--- config.mk ---
export PLATFORM = sky130hd
export DESIGN_NAME = power_mode_reset_control
export DESIGN_NICKNAME = d
export VERILOG_FILES = /design/src/common/power_ctl_pkg.sv /design/src/design/power_mode_reset_control.sv
export SDC_FILE = /design/constraint.sdc
export NUM_CORES = 1
export LEC_CHECK = 0
export ABC_AREA = 1
export BUFFER_PORTS_ARGS = -buffer_cell sky130_fd_sc_hd__buf_2
export CORE_MARGIN = 1.5
export CORE_UTILIZATION = 56
export CTS_CLUSTER_DIAMETER = 150
export DETAILED_ROUTE_END_ITERATION = 10
export GPL_TIMING_DRIVEN = 0
export PLACE_DENSITY_LB_ADDON = 0.05
export SLEW_MARGIN = 10
export SYNTH_ARGS = -nofsm -noshare
export SYNTH_HDL_FRONTEND = slang
export SYNTH_SLANG_ARGS = --single-unit
--- constraint.sdc ---
create_clock -name core_clk -period 5.71 [get_ports core_clk]
set_clock_uncertainty 0.15 [all_clocks]
set_input_delay 0 -clock core_clk [delete_from_list [all_inputs] [get_ports core_clk]]
set_output_delay 0 -clock core_clk [all_outputs]
set_load 0.1 [all_outputs]
--- src/common/power_ctl_pkg.sv ---
// Constants and carrier types of the power mode and reset control block
package power_ctl_pkg;

	// ****************************************
	// Timing
	// ****************************************
	localparam int CLK_PERIOD_NS  = 10;   // Core clock period
	localparam int SPIKE_NS       = 10;   // Rejected reset pulse width
	// Samples of a low pin before it counts as a reset
	localparam int SPIKE_CYC      = (SPIKE_NS + CLK_PERIOD_NS - 1) / CLK_PERIOD_NS + 1;
	localparam int SLEEP_EXIT_CYC = 1024; // Soft sleep exit delay
	localparam int STARTUP_CYC    = 1024; // Delay after a stable clock
	localparam int CMD_RUN_CYC    = 16;   // Length of a command run

	// ****************************************
	// Register indices, byte address is four times
	// ****************************************
	localparam logic [5:0] REG_RESERVED_IDX = 6'h00;
	localparam logic [5:0] REG_COMMAND_IDX  = 6'h01;
	localparam logic [5:0] REG_STATUS_IDX   = 6'h07;
	localparam logic [5:0] REG_PIN_IDX      = 6'h0D;
	localparam logic [5:0] REG_TXCTRL_IDX   = 6'h14;

	// ****************************************
	// Field positions and reset values
	// ****************************************
	localparam int CMD_SLEEP_BIT = 4; // Soft sleep request
	localparam int CMD_ABORT_BIT = 5; // Write-only abort
	localparam int TX_EN1_BIT    = 0;
	localparam int TX_EN2_BIT    = 1;
	localparam logic [3:0] CMD_IDLE    = 4'h0;
	localparam logic [1:0] TX_RESET    = 2'h0;
	localparam logic [3:0] PIN_RESET   = 4'h0;
	localparam logic [1:0] RESP_OKAY   = 2'h0;
	localparam logic [1:0] RESP_SLVERR = 2'h2;

	// AXI4-Lite master to slave
	typedef struct packed {
		logic       awvalid;
		logic [7:0] awaddr;
		logic       wvalid;
		logic [31:0] wdata;
		logic [3:0] wstrb;
		logic       bready;
		logic       arvalid;
		logic [7:0] araddr;
		logic       rready;
	} axiIn_t;

	// AXI4-Lite slave to master
	typedef struct packed {
		logic       awready;
		logic       wready;
		logic       bvalid;
		logic [1:0] bresp;
		logic       arready;
		logic       rvalid;
		logic [31:0] rdata;
		logic [1:0] rresp;
	} axiOut_t;

	typedef enum logic [1:0] {AWAKE, ASLEEP, WAKING} sleep_t;

endpackage

--- src/design/power_mode_reset_control.sv ---
// Power mode, reset filter and register access control with AXI4-Lite slave
// Rules for this block and its host
// RQ1: Pin low enters hard down, oscillator off.
// RQ2: Hard down clamps inputs, freezes output pins.
// RQ3: Sleep request bit set enters sleep at once.
// RQ4: Sleep keeps inputs, outputs and registers intact.
// RQ5: Sleep ends 1024 clocks after writing zero.
// RQ6: Sleep bit reads one until exit clears it.
// RQ7: UART host should first send 55h.
// RQ8: Host polls address zero until it answers.
// RQ9: Either antenna enable zero kills the field.
// RQ10: Reset pulses under 10 ns are ignored.
// RQ11: Host holds reset low 100 ns minimum.
// RQ12: No access until 1024 cycles after clock.
// RQ13: Control bits change only by host writes.
// RQ14: Command field also updated by hardware.
// RQ15: Read-only bits ignore host writes.
// RQ16: Write-only bits always read zero.
// RQ17: Host leaves reserved locations unchanged.
// RQ18: Unaddressable after release until startup delay.
module power_mode_reset_control
	import power_ctl_pkg::*;
(
	input  wire logic                  core_clk,
	input  wire logic                  reset_n,
	input  wire logic                  reset_soft_sleep_request_bit_n_pin,
	input  wire logic                  oscStable,
	input  wire logic [3:0]            pinIn,
	input  wire power_ctl_pkg::axiIn_t axiIn,
	output power_ctl_pkg::axiOut_t     axiOut,
	output logic                       oscEnable,
	output logic [3:0]                 pinOut,
	output logic                       antennaDrive1,
	output logic                       antennaDrive2,
	output logic                       rfFieldOn
);
	import power_ctl_pkg::*;

	// ****************************************
	// Reset release
	// ****************************************
	logic rstSync1_r;   // First stage, read only by stage two
	logic rstN;         // Released reset copy
	// Two flops so release is clean
	always_ff @(posedge core_clk or negedge reset_n) begin
		if (!reset_n) begin
			rstSync1_r <= 1'b0;
			rstN       <= 1'b0;
		end else begin
			rstSync1_r <= 1'b1;
			rstN       <= rstSync1_r;
		end
	end

	// ****************************************
	// Reset pin spike filter
	// ****************************************
	logic [SPIKE_CYC-1:0] pinLow_r;  // Recent low samples
	logic                 hardDown;  // Filtered hard power-down
	// A single low sample is a spike, not a reset
	always_ff @(posedge core_clk or negedge rstN) begin
		if (!rstN) begin
			pinLow_r <= '0;
			hardDown <= 1'b0;
		end else begin
			pinLow_r <= {pinLow_r[SPIKE_CYC-2:0], ~reset_soft_sleep_request_bit_n_pin};
			if (reset_soft_sleep_request_bit_n_pin) begin
				hardDown <= 1'b0;
			end else if (&pinLow_r) begin
				hardDown <= 1'b1; // RQ10
			end
		end
	end

	// ****************************************
	// Startup delay
	// ****************************************
	logic [10:0] startCnt_r;  // Cycles of stable clock
	logic        ready;       // Device may be addressed
	assign ready = (startCnt_r == 11'(STARTUP_CYC));
	// Restarts whenever hard down cuts the oscillator
	always_ff @(posedge core_clk or negedge rstN) begin
		if (!rstN) begin
			startCnt_r <= '0;
		end else if (hardDown || !oscStable) begin
			startCnt_r <= '0; // RQ18
		end else if (!ready) begin
			startCnt_r <= startCnt_r + 11'd1; // RQ12
		end
	end

	// ****************************************
	// Bus slave
	// ****************************************
	logic        awHeld_r;   // Write address taken
	logic        wHeld_r;    // Write data taken
	logic [5:0]  wIdx_r;     // Write register index
	logic [7:0]  wByte_r;    // Write low byte
	logic        wLane_r;    // Low byte lane enabled
	logic        doWrite;    // Write happens this cycle
	logic        bValid_r;
	logic [1:0]  bResp_r;
	logic        rValid_r;
	logic [31:0] rData_r;
	logic [1:0]  rResp_r;
	logic [7:0]  readVal;    // Decoded read data
	logic        readHit;    // Read index is mapped
	logic        writeHit;   // Write index is mapped
	assign axiOut.awready = !awHeld_r && !bValid_r;
	assign axiOut.wready  = !wHeld_r && !bValid_r;
	assign axiOut.arready = !rValid_r;
	assign axiOut.bvalid  = bValid_r;
	assign axiOut.bresp   = bResp_r;
	assign axiOut.rvalid  = rValid_r;
	assign axiOut.rdata   = rData_r;
	assign axiOut.rresp   = rResp_r;
	assign doWrite = awHeld_r && wHeld_r && !bValid_r;
	assign writeHit = (wIdx_r == REG_RESERVED_IDX) || (wIdx_r == REG_COMMAND_IDX)
		|| (wIdx_r == REG_STATUS_IDX) || (wIdx_r == REG_PIN_IDX)
		|| (wIdx_r == REG_TXCTRL_IDX);
	// Address and data may arrive in either order
	always_ff @(posedge core_clk or negedge rstN) begin
		if (!rstN) begin
			awHeld_r <= 1'b0;
			wHeld_r  <= 1'b0;
			wIdx_r   <= '0;
			wByte_r  <= '0;
			wLane_r  <= 1'b0;
			bValid_r <= 1'b0;
			bResp_r  <= RESP_OKAY;
		end else begin
			if (axiIn.awvalid && axiOut.awready) begin
				awHeld_r <= 1'b1;
				wIdx_r   <= axiIn.awaddr[7:2];
			end
			if (axiIn.wvalid && axiOut.wready) begin
				wHeld_r <= 1'b1;
				wByte_r <= axiIn.wdata[7:0];
				wLane_r <= axiIn.wstrb[0];
			end
			if (doWrite) begin
				awHeld_r <= 1'b0;
				wHeld_r  <= 1'b0;
				bValid_r <= 1'b1;
				// Refused until startup delay has run
				bResp_r  <= (ready && writeHit) ? RESP_OKAY : RESP_SLVERR; // RQ12
			end else if (bValid_r && axiIn.bready) begin
				bValid_r <= 1'b0;
			end
		end
	end
	// Write strobes per register, only once addressable
	logic wrOk;
	logic cmdWr;
	logic pinWr;
	logic txWr;
	assign wrOk  = doWrite && ready && wLane_r;
	assign cmdWr = wrOk && (wIdx_r == REG_COMMAND_IDX);
	assign pinWr = wrOk && (wIdx_r == REG_PIN_IDX);
	assign txWr  = wrOk && (wIdx_r == REG_TXCTRL_IDX);

	// ****************************************
	// Soft sleep
	// ****************************************
	sleep_t      sleepState;
	logic [9:0]  wakeCnt_r;   // Exit delay counter
	logic        sleeping;    // Request bit as read back
	assign sleeping = (sleepState != AWAKE); // RQ6
	// Writing zero only starts the exit; bit stays set
	always_ff @(posedge core_clk or negedge rstN) begin
		if (!rstN) begin
			sleepState <= AWAKE;
			wakeCnt_r  <= '0;
		end else if (hardDown) begin
			sleepState <= AWAKE;
			wakeCnt_r  <= '0;
		end else begin
			case (sleepState)
				AWAKE: begin
					if (cmdWr && wByte_r[CMD_SLEEP_BIT]) begin
						sleepState <= ASLEEP; // RQ3
					end
				end
				ASLEEP: begin
					if (cmdWr && !wByte_r[CMD_SLEEP_BIT]) begin
						sleepState <= WAKING; // RQ6
						wakeCnt_r  <= '0;
					end
				end
				WAKING: begin
					// A new request cancels the exit
					if (cmdWr && wByte_r[CMD_SLEEP_BIT]) begin
						sleepState <= ASLEEP;
					end else if (wakeCnt_r == 10'(SLEEP_EXIT_CYC - 1)) begin
						sleepState <= AWAKE; // RQ5
					end else begin
						wakeCnt_r <= wakeCnt_r + 10'd1;
					end
				end
				default: begin
					sleepState <= AWAKE;
				end
			endcase
		end
	end
	// Oscillator off in either power-down
	assign oscEnable = !hardDown && !sleeping; // RQ1

	// ****************************************
	// Command field
	// ****************************************
	logic [3:0] command_r;   // Dynamic command field
	logic [3:0] runCnt_r;    // Command run time
	// Host write beats completion in the same cycle
	always_ff @(posedge core_clk or negedge rstN) begin
		if (!rstN) begin
			command_r <= CMD_IDLE;
			runCnt_r  <= '0;
		end else if (hardDown) begin
			command_r <= CMD_IDLE;
			runCnt_r  <= '0;
		end else if (cmdWr) begin
			command_r <= wByte_r[CMD_ABORT_BIT] ? CMD_IDLE : wByte_r[3:0];
			runCnt_r  <= '0;
		end else if (command_r != CMD_IDLE && !sleeping) begin
			// Paused while asleep, so contents are retained
			if (runCnt_r == 4'(CMD_RUN_CYC - 1)) begin
				command_r <= CMD_IDLE; // RQ14
			end else begin
				runCnt_r <= runCnt_r + 4'd1;
			end
		end
	end

	// ****************************************
	// Control bits and pins
	// ****************************************
	logic [1:0] txCtrl_r;   // Antenna driver enables
	logic [3:0] pinReg_r;   // Output pin values
	logic [3:0] pinSeen_r;  // Sampled inputs
	// Only host writes alter these
	always_ff @(posedge core_clk or negedge rstN) begin
		if (!rstN) begin
			txCtrl_r <= TX_RESET;
			pinReg_r <= PIN_RESET;
		end else if (!hardDown) begin
			if (txWr) begin
				txCtrl_r <= wByte_r[1:0]; // RQ13
			end
			if (pinWr) begin
				pinReg_r <= wByte_r[3:0]; // RQ13
			end
		end
	end
	// Inputs clamped low in hard down; outputs frozen
	always_ff @(posedge core_clk or negedge rstN) begin
		if (!rstN) begin
			pinSeen_r <= '0;
			pinOut    <= PIN_RESET;
		end else if (hardDown) begin
			pinSeen_r <= '0; // RQ2
		end else begin
			pinSeen_r <= pinIn; // RQ4
			pinOut    <= pinReg_r;
		end
	end
	// Either enable low powers the transmitter down
	assign antennaDrive1 = txCtrl_r[TX_EN1_BIT] && txCtrl_r[TX_EN2_BIT] && !hardDown; // RQ9
	assign antennaDrive2 = antennaDrive1;
	assign rfFieldOn     = antennaDrive1;

	// ****************************************
	// Read path
	// ****************************************
	// Abort bit reads zero; status ignores writes
	always_comb begin
		readVal = 8'h00;
		readHit = 1'b1;
		case (axiIn.araddr[7:2])
			REG_RESERVED_IDX: readVal = 8'h00;
			REG_COMMAND_IDX:  readVal = {3'b000, sleeping, command_r}; // RQ16
			REG_STATUS_IDX:   readVal = {3'b000, ready, command_r != CMD_IDLE,
				!antennaDrive1, sleepState == WAKING, sleeping}; // RQ15
			REG_PIN_IDX:      readVal = {pinSeen_r, pinReg_r};
			REG_TXCTRL_IDX:   readVal = {6'b000000, txCtrl_r};
			default:          readHit = 1'b0;
		endcase
	end
	// Reads answer one cycle after the address is taken
	always_ff @(posedge core_clk or negedge rstN) begin
		if (!rstN) begin
			rValid_r <= 1'b0;
			rData_r  <= '0;
			rResp_r  <= RESP_OKAY;
		end else if (axiIn.arvalid && axiOut.arready) begin
			rValid_r <= 1'b1;
			rData_r  <= (ready && readHit) ? {24'h000000, readVal} : 32'h00000000;
			rResp_r  <= (ready && readHit) ? RESP_OKAY : RESP_SLVERR; // RQ8
		end else if (rValid_r && axiIn.rready) begin
			rValid_r <= 1'b0;
		end
	end

	// ****************************************
	// Checks
	// ****************************************
	hardOscOff_a: assert property (@(posedge core_clk) disable iff (!rstN) // RQ1
		hardDown |-> !oscEnable && !rfFieldOn) else $error("oscillator on in hard down");
	inputClamp_a: assert property (@(posedge core_clk) disable iff (!rstN) // RQ2
		hardDown |=> pinSeen_r == 4'h0) else $error("inputs not clamped");
	pinFreeze_a: assert property (@(posedge core_clk) disable iff (!rstN) // RQ2
		hardDown ##1 hardDown |-> $stable(pinOut)) else $error("pins moved in hard down");
	sleepEnter_a: assert property (@(posedge core_clk) disable iff (!rstN) // RQ3
		cmdWr && wByte_r[CMD_SLEEP_BIT] && !hardDown |=> sleeping && !oscEnable)
		else $error("sleep not entered");
	sleepHold_a: assert property (@(posedge core_clk) disable iff (!rstN) // RQ5
		$rose(sleepState == WAKING) && !hardDown |-> sleeping [*8])
		else $error("sleep left early");
	sleepExit_a: assert property (@(posedge core_clk) disable iff (!rstN) // RQ6
		sleepState == WAKING && wakeCnt_r == 10'(SLEEP_EXIT_CYC - 1) && !cmdWr
		&& !hardDown |=> !sleeping) else $error("sleep bit not cleared");
	txRetain_a: assert property (@(posedge core_clk) disable iff (!rstN) // RQ13
		!txWr |=> $stable(txCtrl_r)) else $error("control bits changed");
	txOff_a: assert property (@(posedge core_clk) disable iff (!rstN) // RQ9
		!txCtrl_r[TX_EN1_BIT] || !txCtrl_r[TX_EN2_BIT] |-> !rfFieldOn)
		else $error("field on with driver disabled");
	spikeFilter_a: assert property (@(posedge core_clk) disable iff (!rstN) // RQ10
		$rose(hardDown) |-> !$past(reset_soft_sleep_request_bit_n_pin) && !$past(reset_soft_sleep_request_bit_n_pin, 2))
		else $error("spike caused reset");
	startBlock_a: assert property (@(posedge core_clk) disable iff (!rstN) // RQ12
		axiIn.arvalid && axiOut.arready && !ready |=> rResp_r == RESP_SLVERR)
		else $error("read accepted before startup");
	writeOnly_a: assert property (@(posedge core_clk) disable iff (!rstN) // RQ16
		axiIn.arvalid && axiOut.arready && axiIn.araddr[7:2] == REG_COMMAND_IDX
		|=> !rData_r[CMD_ABORT_BIT]) else $error("write-only bit read back");

endmodule // power_mode_reset_control

Yosys cells after proc, flatten, opt, wreduce, memory -nomap -nowiden
Cells that the tools add are included.
{"block": "op_classes", "n_addsub": 3, "n_eq_ne": 20, "mux": 38, "bitwise_logic": 2, "n_reduce_logical": 57}
{"cell": "$mux W10", "n": 4}
{"cell": "$mux W4", "n": 10}
{"cell": "$pmux W8 S4", "n": 1}
{"cell": "$logic_and A1 B1 Y1", "n": 22}
{"cell": "$mux W11", "n": 2}
{"cell": "$pmux W10 S2", "n": 1}
{"cell": "$ne A3 B3 Y1 const B", "n": 5}
{"cell": "$mux W2", "n": 7}
{"cell": "$eq A6 B1 Y1 const B", "n": 2}
{"cell": "$eq A6 B3 Y1 const B", "n": 2}
{"cell": "$eq A6 B4 Y1 const B", "n": 2}
{"cell": "$eq A6 B5 Y1 const B", "n": 2}
{"cell": "$logic_not A6 Y1", "n": 2}
{"cell": "$reduce_bool A2 Y1", "n": 6}
{"cell": "$add A11 B1 Y11 const B", "n": 1}
{"cell": "$eq A11 B11 Y1 const B", "n": 1}
{"cell": "$mux W1", "n": 11}
{"cell": "$add A10 B1 Y10 const B", "n": 1}
{"cell": "$eq A10 B10 Y1 const B", "n": 1}
{"cell": "$reduce_and A2 Y1", "n": 5}
{"cell": "$logic_not A1 Y1", "n": 9}
{"cell": "$reduce_bool A3 Y1", "n": 3}
{"cell": "$mux W8", "n": 1}
{"cell": "$pmux W2 S3", "n": 1}
{"cell": "13 further kinds", "n": 18}
{"block": "word_totals", "reg_bits": 103, "in_bits": 65, "out_inout_bits": 49, "wordCells": 143}

Longest topological paths before layout
Gate-level depths: netlist (run 1).
{"block": "logic_depth", "depth_word": 9, "ltp_mapped": 12, "depth_no_buf": 12}

Worst setup path before layout (run 1)
Ideal clock, no wire load.
{"block": "synth_timing", "kind": "flip-flop to flip-flop", "start": "register hardDown", "end": "register rData_r[2]", "setup_ps": 129, "arrival_ps": 3320, "t_required_ps": 5431, "setup_slack_ps": 2111, "stages_incl_launch_ff": 6, "n_path_buf": 1, "period_less_slack_ps": 3599, "cell_sequence": "dfrtp_1 buf_2 nor3_1 o221ai_1 nand2_1 o21ai_0"}
{"block": "synth_via", "elab_chain_len": 5}
{"item": "start: declaration", "line": "power_mode_reset_control.sv:59", "source": "logic hardDown;"}
{"item": "start signal: assignment", "line": "power_mode_reset_control.sv:64", "source": "hardDown <= 1'b0;"}
{"item": "start signal: assignment", "line": "power_mode_reset_control.sv:68", "source": "hardDown <= 1'b0;"}
{"item": "start signal: assignment", "line": "power_mode_reset_control.sv:70", "source": "hardDown <= 1'b1;"}
{"item": "$logic_not A1 Y1", "line": "power_mode_reset_control.sv:268", "source": "assign antennaDrive1 = txCtrl_r[TX_EN1_BIT] && txCtrl_r[TX_EN2_BIT] && !hardDown;"}
{"item": "$logic_and A1 B1 Y1", "line": "power_mode_reset_control.sv:268"}
{"item": "via antennaDrive1", "line": "power_mode_reset_control.sv:33", "source": "output logic antennaDrive1,"}
{"item": "$logic_not A1 Y1", "line": "power_mode_reset_control.sv:283", "source": "!antennaDrive1, sleepState == WAKING, sleeping};"}
{"item": "$pmux W8 S4", "line": "power_mode_reset_control.sv:279", "source": "case (axiIn.araddr[7:2])"}
{"item": "$mux W8", "line": "power_mode_reset_control.sv:297", "source": "rData_r <= (ready && readHit) ? {24'h000000, readVal} : 32'h00000000;"}
{"item": "end signal: assignment", "line": "power_mode_reset_control.sv:297"}
{"item": "end: declaration", "line": "power_mode_reset_control.sv:104", "source": "logic [31:0] rData_r;"}
The timed path passes the listed nets, and every way through them passes these cells.
A chain may end at the register's enable or synchronous reset.

Worst setup path in the final report (run 1)
{"block": "layout_timing", "start": "input axiIn[7] in the netlist's numbering", "end": "register rData_r[2]"}
{"block": "layout_via", "elab_chain_len": 5, "elab_cells_between_ends": 10, "classes_between": "4 x eq/ne; 3 x mux; 3 x reduce/logical"}
{"item": "start: declaration", "line": "power_mode_reset_control.sv:29", "source": "input wire power_ctl_pkg::axiIn_t axiIn,"}
{"item": "$eq A6 B5 Y1, or another cell as far along", "line": "power_mode_reset_control.sv:279"}
{"item": "$reduce_or A5 Y1 (no line)"}
{"item": "$mux W1", "line": "power_mode_reset_control.sv:279"}
{"item": "$logic_and A1 B1 Y1", "line": "power_mode_reset_control.sv:297"}
{"item": "$mux W8 *", "line": "power_mode_reset_control.sv:297"}
Every way passes the cells marked *; elsewhere a longest branch is shown, timed or not.

==> flow_metrics.py, run 1 <==
metrics = {
    "sta": {
        "worstMarginPinSlew_ns": 0.500,
        "finalSetupTns_ns": 0,
        "final-hold-violation-count": 0,
        "fin_crit_ns": 2.30,
        "rsz0062_at_grt": "no",
        "setup_violations": 0,
        "max-slew-margin-rel_pct": 66.4,
        "fin_crit_sh_pct": 40.3,
        "final_max_slew_viol_count": 0,
        "fmax_ghz": 0.434,
    },
    "critical_path": {
        "path_buf_inv": 4,
        "crit_slowest_cell": "dlygate4sd3_1",
        "reg2reg_to": "wakeCnt_r[9]",
        "cp_cell_sequence": "dlygate4sd3_1, buf_2, nor2_2, dlygate4sd3_1, nand3_1, dlygate4sd3_1, nand2_1, nand2_1, o21ai_0",
        "crit_family": "buffers and inverters",
        "crit_path_max_fanout": 5,
        "cp_slowest_stage_delay_ns": 0.59,
        "end_kind": "register",
        "rr_startpoint": "startCnt_r[0]",
        "start_kind": "input port",
        "reg2reg_depth": 11,
        "path_class": "input port to register",
        "cp.arrival_ns": 2.43,
        "crit_required_ns": 5.83,
        "cp_common_cell": "dlygate4sd3_1",
        "reg2reg_slack_ns": 3.64,
    },
    "route": {
        "wl_um": 9000,
        "first_pass_iters": 4,
        "vias": 3524,
        "drt_iter0_markers": 174,
        "ant_nets": 0,
        "wl_per_cell_um": 12.7,
        "vias_per_cell": 4.96,
        "drc": 0,
    },
    "floorplan": {
        "core_area_um2": 6830,
        "die_h_um": 87.3,
        "num_rows": 30,
        "dieArea_um2": 7620,
        "start_util_pct": 58.2,
        "io_pins": 114,
        "die_x_um": 87.3,
    },
    "clocking": {
        "path_clk_slew_ns": 0.08,
        "cts_tree": "yes",
        "clkSinkCount": 77,
        "cts_buffers": 9,
        "cts_root_buf": "clkbuf_8",
        "htreeDepth": 3,
        "cts.path.max_buffers": 2,
        "cts_setup_buffers": 0,
        "clkLatencyLatePin_ns": 0.35,
    },
    "global_route": {
        "grtUsageTotal_pct": 26.1,
        "antenna_found_initial": 0,
        "grt_pass1_wl_um": 15400,
        "use_met2_pct": 44.8,
        "grt_max_degree": 62,
        "grtUsageMet3_pct": 4.55,
        "gr-max-usage-layer": "met2",
        "grt_pass1_vias": 3475,
        "globalRoute.totalOverflow": 0,
        "use_met1_pct": 32.6,
    },
    "synth": {
        "syn_inst": 486,
        "yosysWarnings": 0,
        "synthMuxAreaShare_pct": 1.13,
        "synth_edf_count": 0,
        "synth.largest_area_cell": "dfrtp_1",
        "synth_area_um2": 3980,
        "synth_top_family_by_area": "simple AND/OR/NAND/NOR gates",
        "yosys.area_share.simple_pct": 25.8,
        "synth_top_cells_by_count": "nand2_1 (95), dfrtp_1 (77), inv_1 (65)",
        "synth_async_sr_flop_share_pct": 100,
        "yosys.area.top_type_share_pct": 48.4,
        "synth_compound_area_share_pct": 9.59,
        "synth-xor-area-share_pct": 1.10,
        "synthFlopType": "dfrtp_1",
        "synth.yosys.seq_area_share_pct": 48.4,
        "synthDistinctLibCells": 36,
        "avgSynthCellArea_um2": 8.18,
        "synthAdderAreaFrac_pct": 1.26,
        "ys_ff_latch": 77,
        "synth_most_common_cell": "nand2_1",
        "synth.area.top_cells": "dfrtp_1 (48%), nand2_1 (9.0%), inv_1 (6.1%), buf_4 (5.7%), nor2_1 (4.7%)",
    },
    "power_and_ir_drop": {
        "power.ir.vdd_worst_mv": 0.293,
        "leakagePower_uw": 0.00269,
        "power.density_nw_per_um2": 351,
        "p_total_uw": 1790,
    },
    "layout": {
        "area_growth_syn_to_layout_pct": 27.8,
        "nets": 678,
        "drive_above_1_share_pct": 21.5,
        "diodes": 0,
    },
    "run_status": {
        "outcome": "completed",
    },
    "place": {
        "hpwl_um": 6150,
        "place_congestion": 0.856,
        "numPortBuffers": 54,
    },
    "worst_hold_path": {
        "hp-class": "register to async pin",
    },
    "flow_run": {
        "maxCapViolations": 0,
    },
}
## flip-flops by register name, summed over array words and instances, names as in the netlist, 2 cells and up
signal      cells
pinLow_r        2
txCtrl_r        2
sleepState      2
wakeCnt_r      10
pinSeen_r       4
runCnt_r        4
rData_r         8
startCnt_r     11
wIdx_r          6
pinOut          4
command_r       4
pinReg_r        4
wByte_r         6
## cells by family (layout without fill, tap and decap cells)
family,Yosys count,after routing
xor gates and xnor gates,5,5
buffers and inverters,102,205
muxes,4,4
other,2,27
AOI/OAI and AO/OA,72,72
DFF,77,77
adders and majority gates,4,4
and+or+nand+nor,220,220
## timing repair
action / in CTS / in global routing
hold buffers: 32 / 0
gates resized for setup: 0 / 0
hold endpoints to repair: 34 / 0
## routing by layer
layer	vias up	wire, µm
li1	1763	-
met1	1641	3980
met2	110	4420
met3	10	491
met4	0	106
met5	-	0
## placed cells by master (no fill, tap or decap), types with 3 or more instances in the layout
| cell type | n |
|---|---|
| nor2_2 | 8 |
| buf_4 | 30 |
| inv_1 | 65 |
| a21oi_1 | 22 |
| dlygate4sd3_1 | 32 |
| nor3_1 | 8 |
| nand2_1 | 95 |
| nand2_4 | 3 |
| ha_1 | 4 |
| nor2_1 | 50 |
| o21ai_0 | 36 |
| xor2_1 | 3 |
| nand3_1 | 28 |
| o22ai_1 | 4 |
| mux2_2 | 4 |
| dfrtp_1 | 76 |
| nor3_2 | 4 |
| clkbuf_1 | 3 |
| a31oi_1 | 3 |
| conb_1 | 27 |
| bufinv_16 | 4 |
| clkbuf_8 | 9 |
| o21ai_1 | 3 |
| nand4_1 | 13 |
| buf_2 | 55 |
## stage by stage
| stage | std cells | setup slack [ns] | util [%] | area, µm² | hold slack, ns |
|---|---|---|---|---|---|
| final | 710 | 3.41 | 74.4 | 5080 | 0.0399 |
| after global routing | 710 | 3.30 | 74.4 | 5080 | 0.0608 |
| after CTS | 710 | 3.47 | 74.4 | 5080 | 0.0420 |
| after detailed placement | 662 | 3.68 | 65.8 | 4490 | -0.361 |
| after global placement | 661 | 2.45 | 65.3 | 4460 | -0.363 |
| after floorplan | 511 | 2.11 | - | 4070 | -0.446 |
## power by group
part / internal (µW) / switching, µW / total [µW]
logic: 153 / 401 / 554
clock network: 338 / 212 / 550
registers: 623 / 60.0 / 683
## worst max-delay path by stage
stage | slack, ns | endpoint | cells after the start | startpoint
2_1_floorplan | 2.11 | rData_r[2] | 5 | hardDown
3_3_place_gp | 2.45 | startCnt_r[2] | 0 | rstN
3_5_place_dp | 3.68 | wakeCnt_r[9] | 11 | startCnt_r[0]
4_1_cts | 3.47 | rData_r[2] | 9 | axiIn[7]
5_1_grt | 3.30 | rData_r[4] | 9 | axiIn[7]
6_report | 3.41 | rData_r[2] | 9 | axiIn[7]
## area by class of cell
class | count | area [µm²]
clock inverter | 7 | 146
clock buffer | 9 | 124
timing repair buffer | 87 | 618
fill | 536 | 1750
inverter | 67 | 251
multi-input combinational | 332 | 1650
buffer | 35 | 245
sequential | 77 | 1930
tap | 96 | 120
(Power assumes the default switching activity.)
==> inputs of run 2 (changes only) <==
CORE_UTILIZATION = 47   (was 56)
clock period = 2 ns   (was 5.71 ns; I/O delays follow)
==> run 2 against run 1 <==
  * Total power increased to 2.7 times the previous value
  * Routed wire length decreased by 2.1%
  * Global-route usage decreased by 4.7 points
  * Critical path type is now register to register
  * Clock power increased by 96%
  * Via count decreased by 0.54%
  * Critical path depth increased by 3
  * Utilization decreased by 11 points
  * Combinational power increased to 3.1 times the previous value
  * Largest power group unchanged
==> flow_metrics.py, run 2 (synthesized netlist as in run 1, its figures left out) <==
metrics = {
    "power_and_ir_drop": {
        "intPower_uw": 2790,
        "switching_share_pct": 41.5,
        "power.switching_uw": 1970,
        "power.share.clock_pct": 22.8,
        "p_comb_share_pct": 35.4,
        "power.ir.vdd_worst_mv": 0.740,
        "power.density_nw_per_um2": 908,
        "leakagePower_uw": 0.00269,
        "p_seq_share_pct": 41.8,
    },
    "layout": {
        "regMostFlops": "startCnt_r",
        "nets": 690,
        "diodes": 0,
        "top_regs": "startCnt_r: 11 flops, wakeCnt_r: 10 flops, rData_r: 8 flops",
        "post-route-util_pct": 63.8,
        "drive_above_1_share_pct": 25.0,
        "largest_register_ffs": 11,
        "final_common_cell": "nand2_1",
        "layout_common_cells": "nand2_1 (91), dfrtp_1 (75), inv_1 (61), buf_2 (53), nor2_1 (46)",
        "area_growth_syn_to_layout_pct": 31.9,
    },
    "place": {
        "hpwl_um": 6160,
        "numPortBuffers": 54,
        "place_congestion": 0.807,
        "place_ws_ns": -0.0437,
    },
    "clocking": {
        "path_clk_slew_ns": 0.09,
        "clkSinkCount": 77,
        "cts_root_buf": "clkbuf_8",
        "htreeDepth": 3,
        "clkLatencyLatePin_ns": 0.36,
        "cts_buffers": 9,
        "cts.path.max_buffers": 2,
        "cts_tree": "yes",
    },
    "route": {
        "vias_per_cell": 4.80,
        "drt_iter0_markers": 170,
        "vias": 3505,
        "first_pass_iters": 4,
        "drc": 0,
        "wl_per_cell_um": 12.1,
        "wl_um": 8810,
        "ant_nets": 0,
    },
    "critical_path": {
        "path_class": "register to register",
        "start_kind": "register",
        "reg2reg_depth": 12,
        "reg2reg_slack_ns": 0.08,
        "crit_required_ns": 2.14,
        "reg2reg_to": "wakeCnt_r[0]",
        "critical_path.startpoint": "startCnt_r[0]",
        "rr_startpoint": "startCnt_r[0]",
        "cp.arrival_ns": 2.06,
        "crit_path_max_fanout": 5,
        "end_kind": "register",
    },
    "global_route": {
        "grt_max_degree": 58,
        "globalRoute.totalOverflow": 0,
        "grt_pass1_vias": 3379,
        "antenna_found_initial": 0,
        "grt_pass1_wl_um": 14800,
        "grtUsageTotal_pct": 21.4,
    },
    "sta": {
        "fin_crit_sh_pct": 96.1,
        "rsz0062_at_grt": "yes",
        "fmax_ghz": 0.520,
        "fin_ws_ns": 0.0781,
        "final-hold-violation-count": 0,
        "setup_violations": 0,
        "final_max_slew_viol_count": 0,
        "fin_crit_ns": 1.92,
    },
    "flow_run": {
        "maxCapViolations": 0,
    },
    "run_status": {
        "outcome": "completed",
    },
    "floorplan": {
        "die_x_um": 95.0,
        "start_util_pct": 48.4,
        "dieArea_um2": 9020,
        "die_h_um": 95.0,
        "num_rows": 33,
        "core_area_um2": 8220,
        "io_pins": 114,
    },
    "worst_hold_path": {
        "hp-class": "register to async pin",
    },
}
run 2: power by group through the flow:
stage	combinational [µW]	clock (µW)	sequential [µW]
after CTS	1600	1110	1970
after floorplan	1230	0	1970
after detailed placement	1490	0	2000
after global routing	1850	1170	2020
after global placement	1430	0	2010
final	1690	1080	1990
run 2: what timing repair did:
item / CTS / global route
endpoints found under the setup margin: 10 / 20
hold endpoints to repair: 34 / 0
gates cloned: 0 / 3
hold buffers: 35 / 0
buffers inserted: 4 / 2
resized for setup: 4 / 22
pin swaps: 2 / 8
run 2: area by class of cell:
cell class	count	area (µm²)
timing repair buffer	96	698
clock inverter	3	22.5
tap	105	131
sequential	77	1930
clock buffer	12	155
multi-input combinational	335	1810
inverter	67	251
buffer	35	245
fill	728	2970
run 2: per-stage QoR:
step / setup TNS (ns) / total power (µW) / std cells / hold WS, ns / area (µm²)
after global routing: -0.0489 / 5040 / 730 / 0.0926 / 5250
after global placement: 0 / 3440 / 670 / -0.364 / 4500
after CTS: -0.00538 / 4680 / 725 / 0.0741 / 5110
final: 0 / 4760 / 730 / 0.0639 / 5250
after detailed placement: -0.158 / 3490 / 671 / -0.363 / 4530
after floorplan: -0.0776 / 3200 / 511 / -0.446 / 4100
run 2: worst max path at each step:
stage | to | slack, ns | depth (start not counted)
3_5_place_dp | wakeCnt_r[0] | -0.04 | 11
5_1_grt | wakeCnt_r[0] | -0.02 | 11
4_1_cts | wakeCnt_r[0] | -0.005 | 12
2_1_floorplan | rData_r[2] | -0.08 | 5
6_report | wakeCnt_r[0] | 0.08 | 12
3_3_place_gp | wakeCnt_r[9] | 0.006 | 11
run 2: layer usage:
metal  global-route usage, %  vias to the layer above  share of wire [%]
met5                       0                        -                  0
met4                    6.97                        0                1.5
met3                    4.03                       14                3.8
met2                    37.4                       80                 49
met1                    26.4                     1629                 46
li1                        -                     1782                  -
run 2: critical path, stage by stage, from the launching register on:
cell and delay (ns):
dfrtp_1 0.42, inv_2 0.10, ha_4 0.14, nand2_4 0.06
inv_2 0.06, nand2_2 0.06, nor3_4 0.23, nand4_4 0.17
nand2_4 0.16, nand2_8 0.09, nand2_8 0.11, nand2_1 0.06
nand2_1 0.06
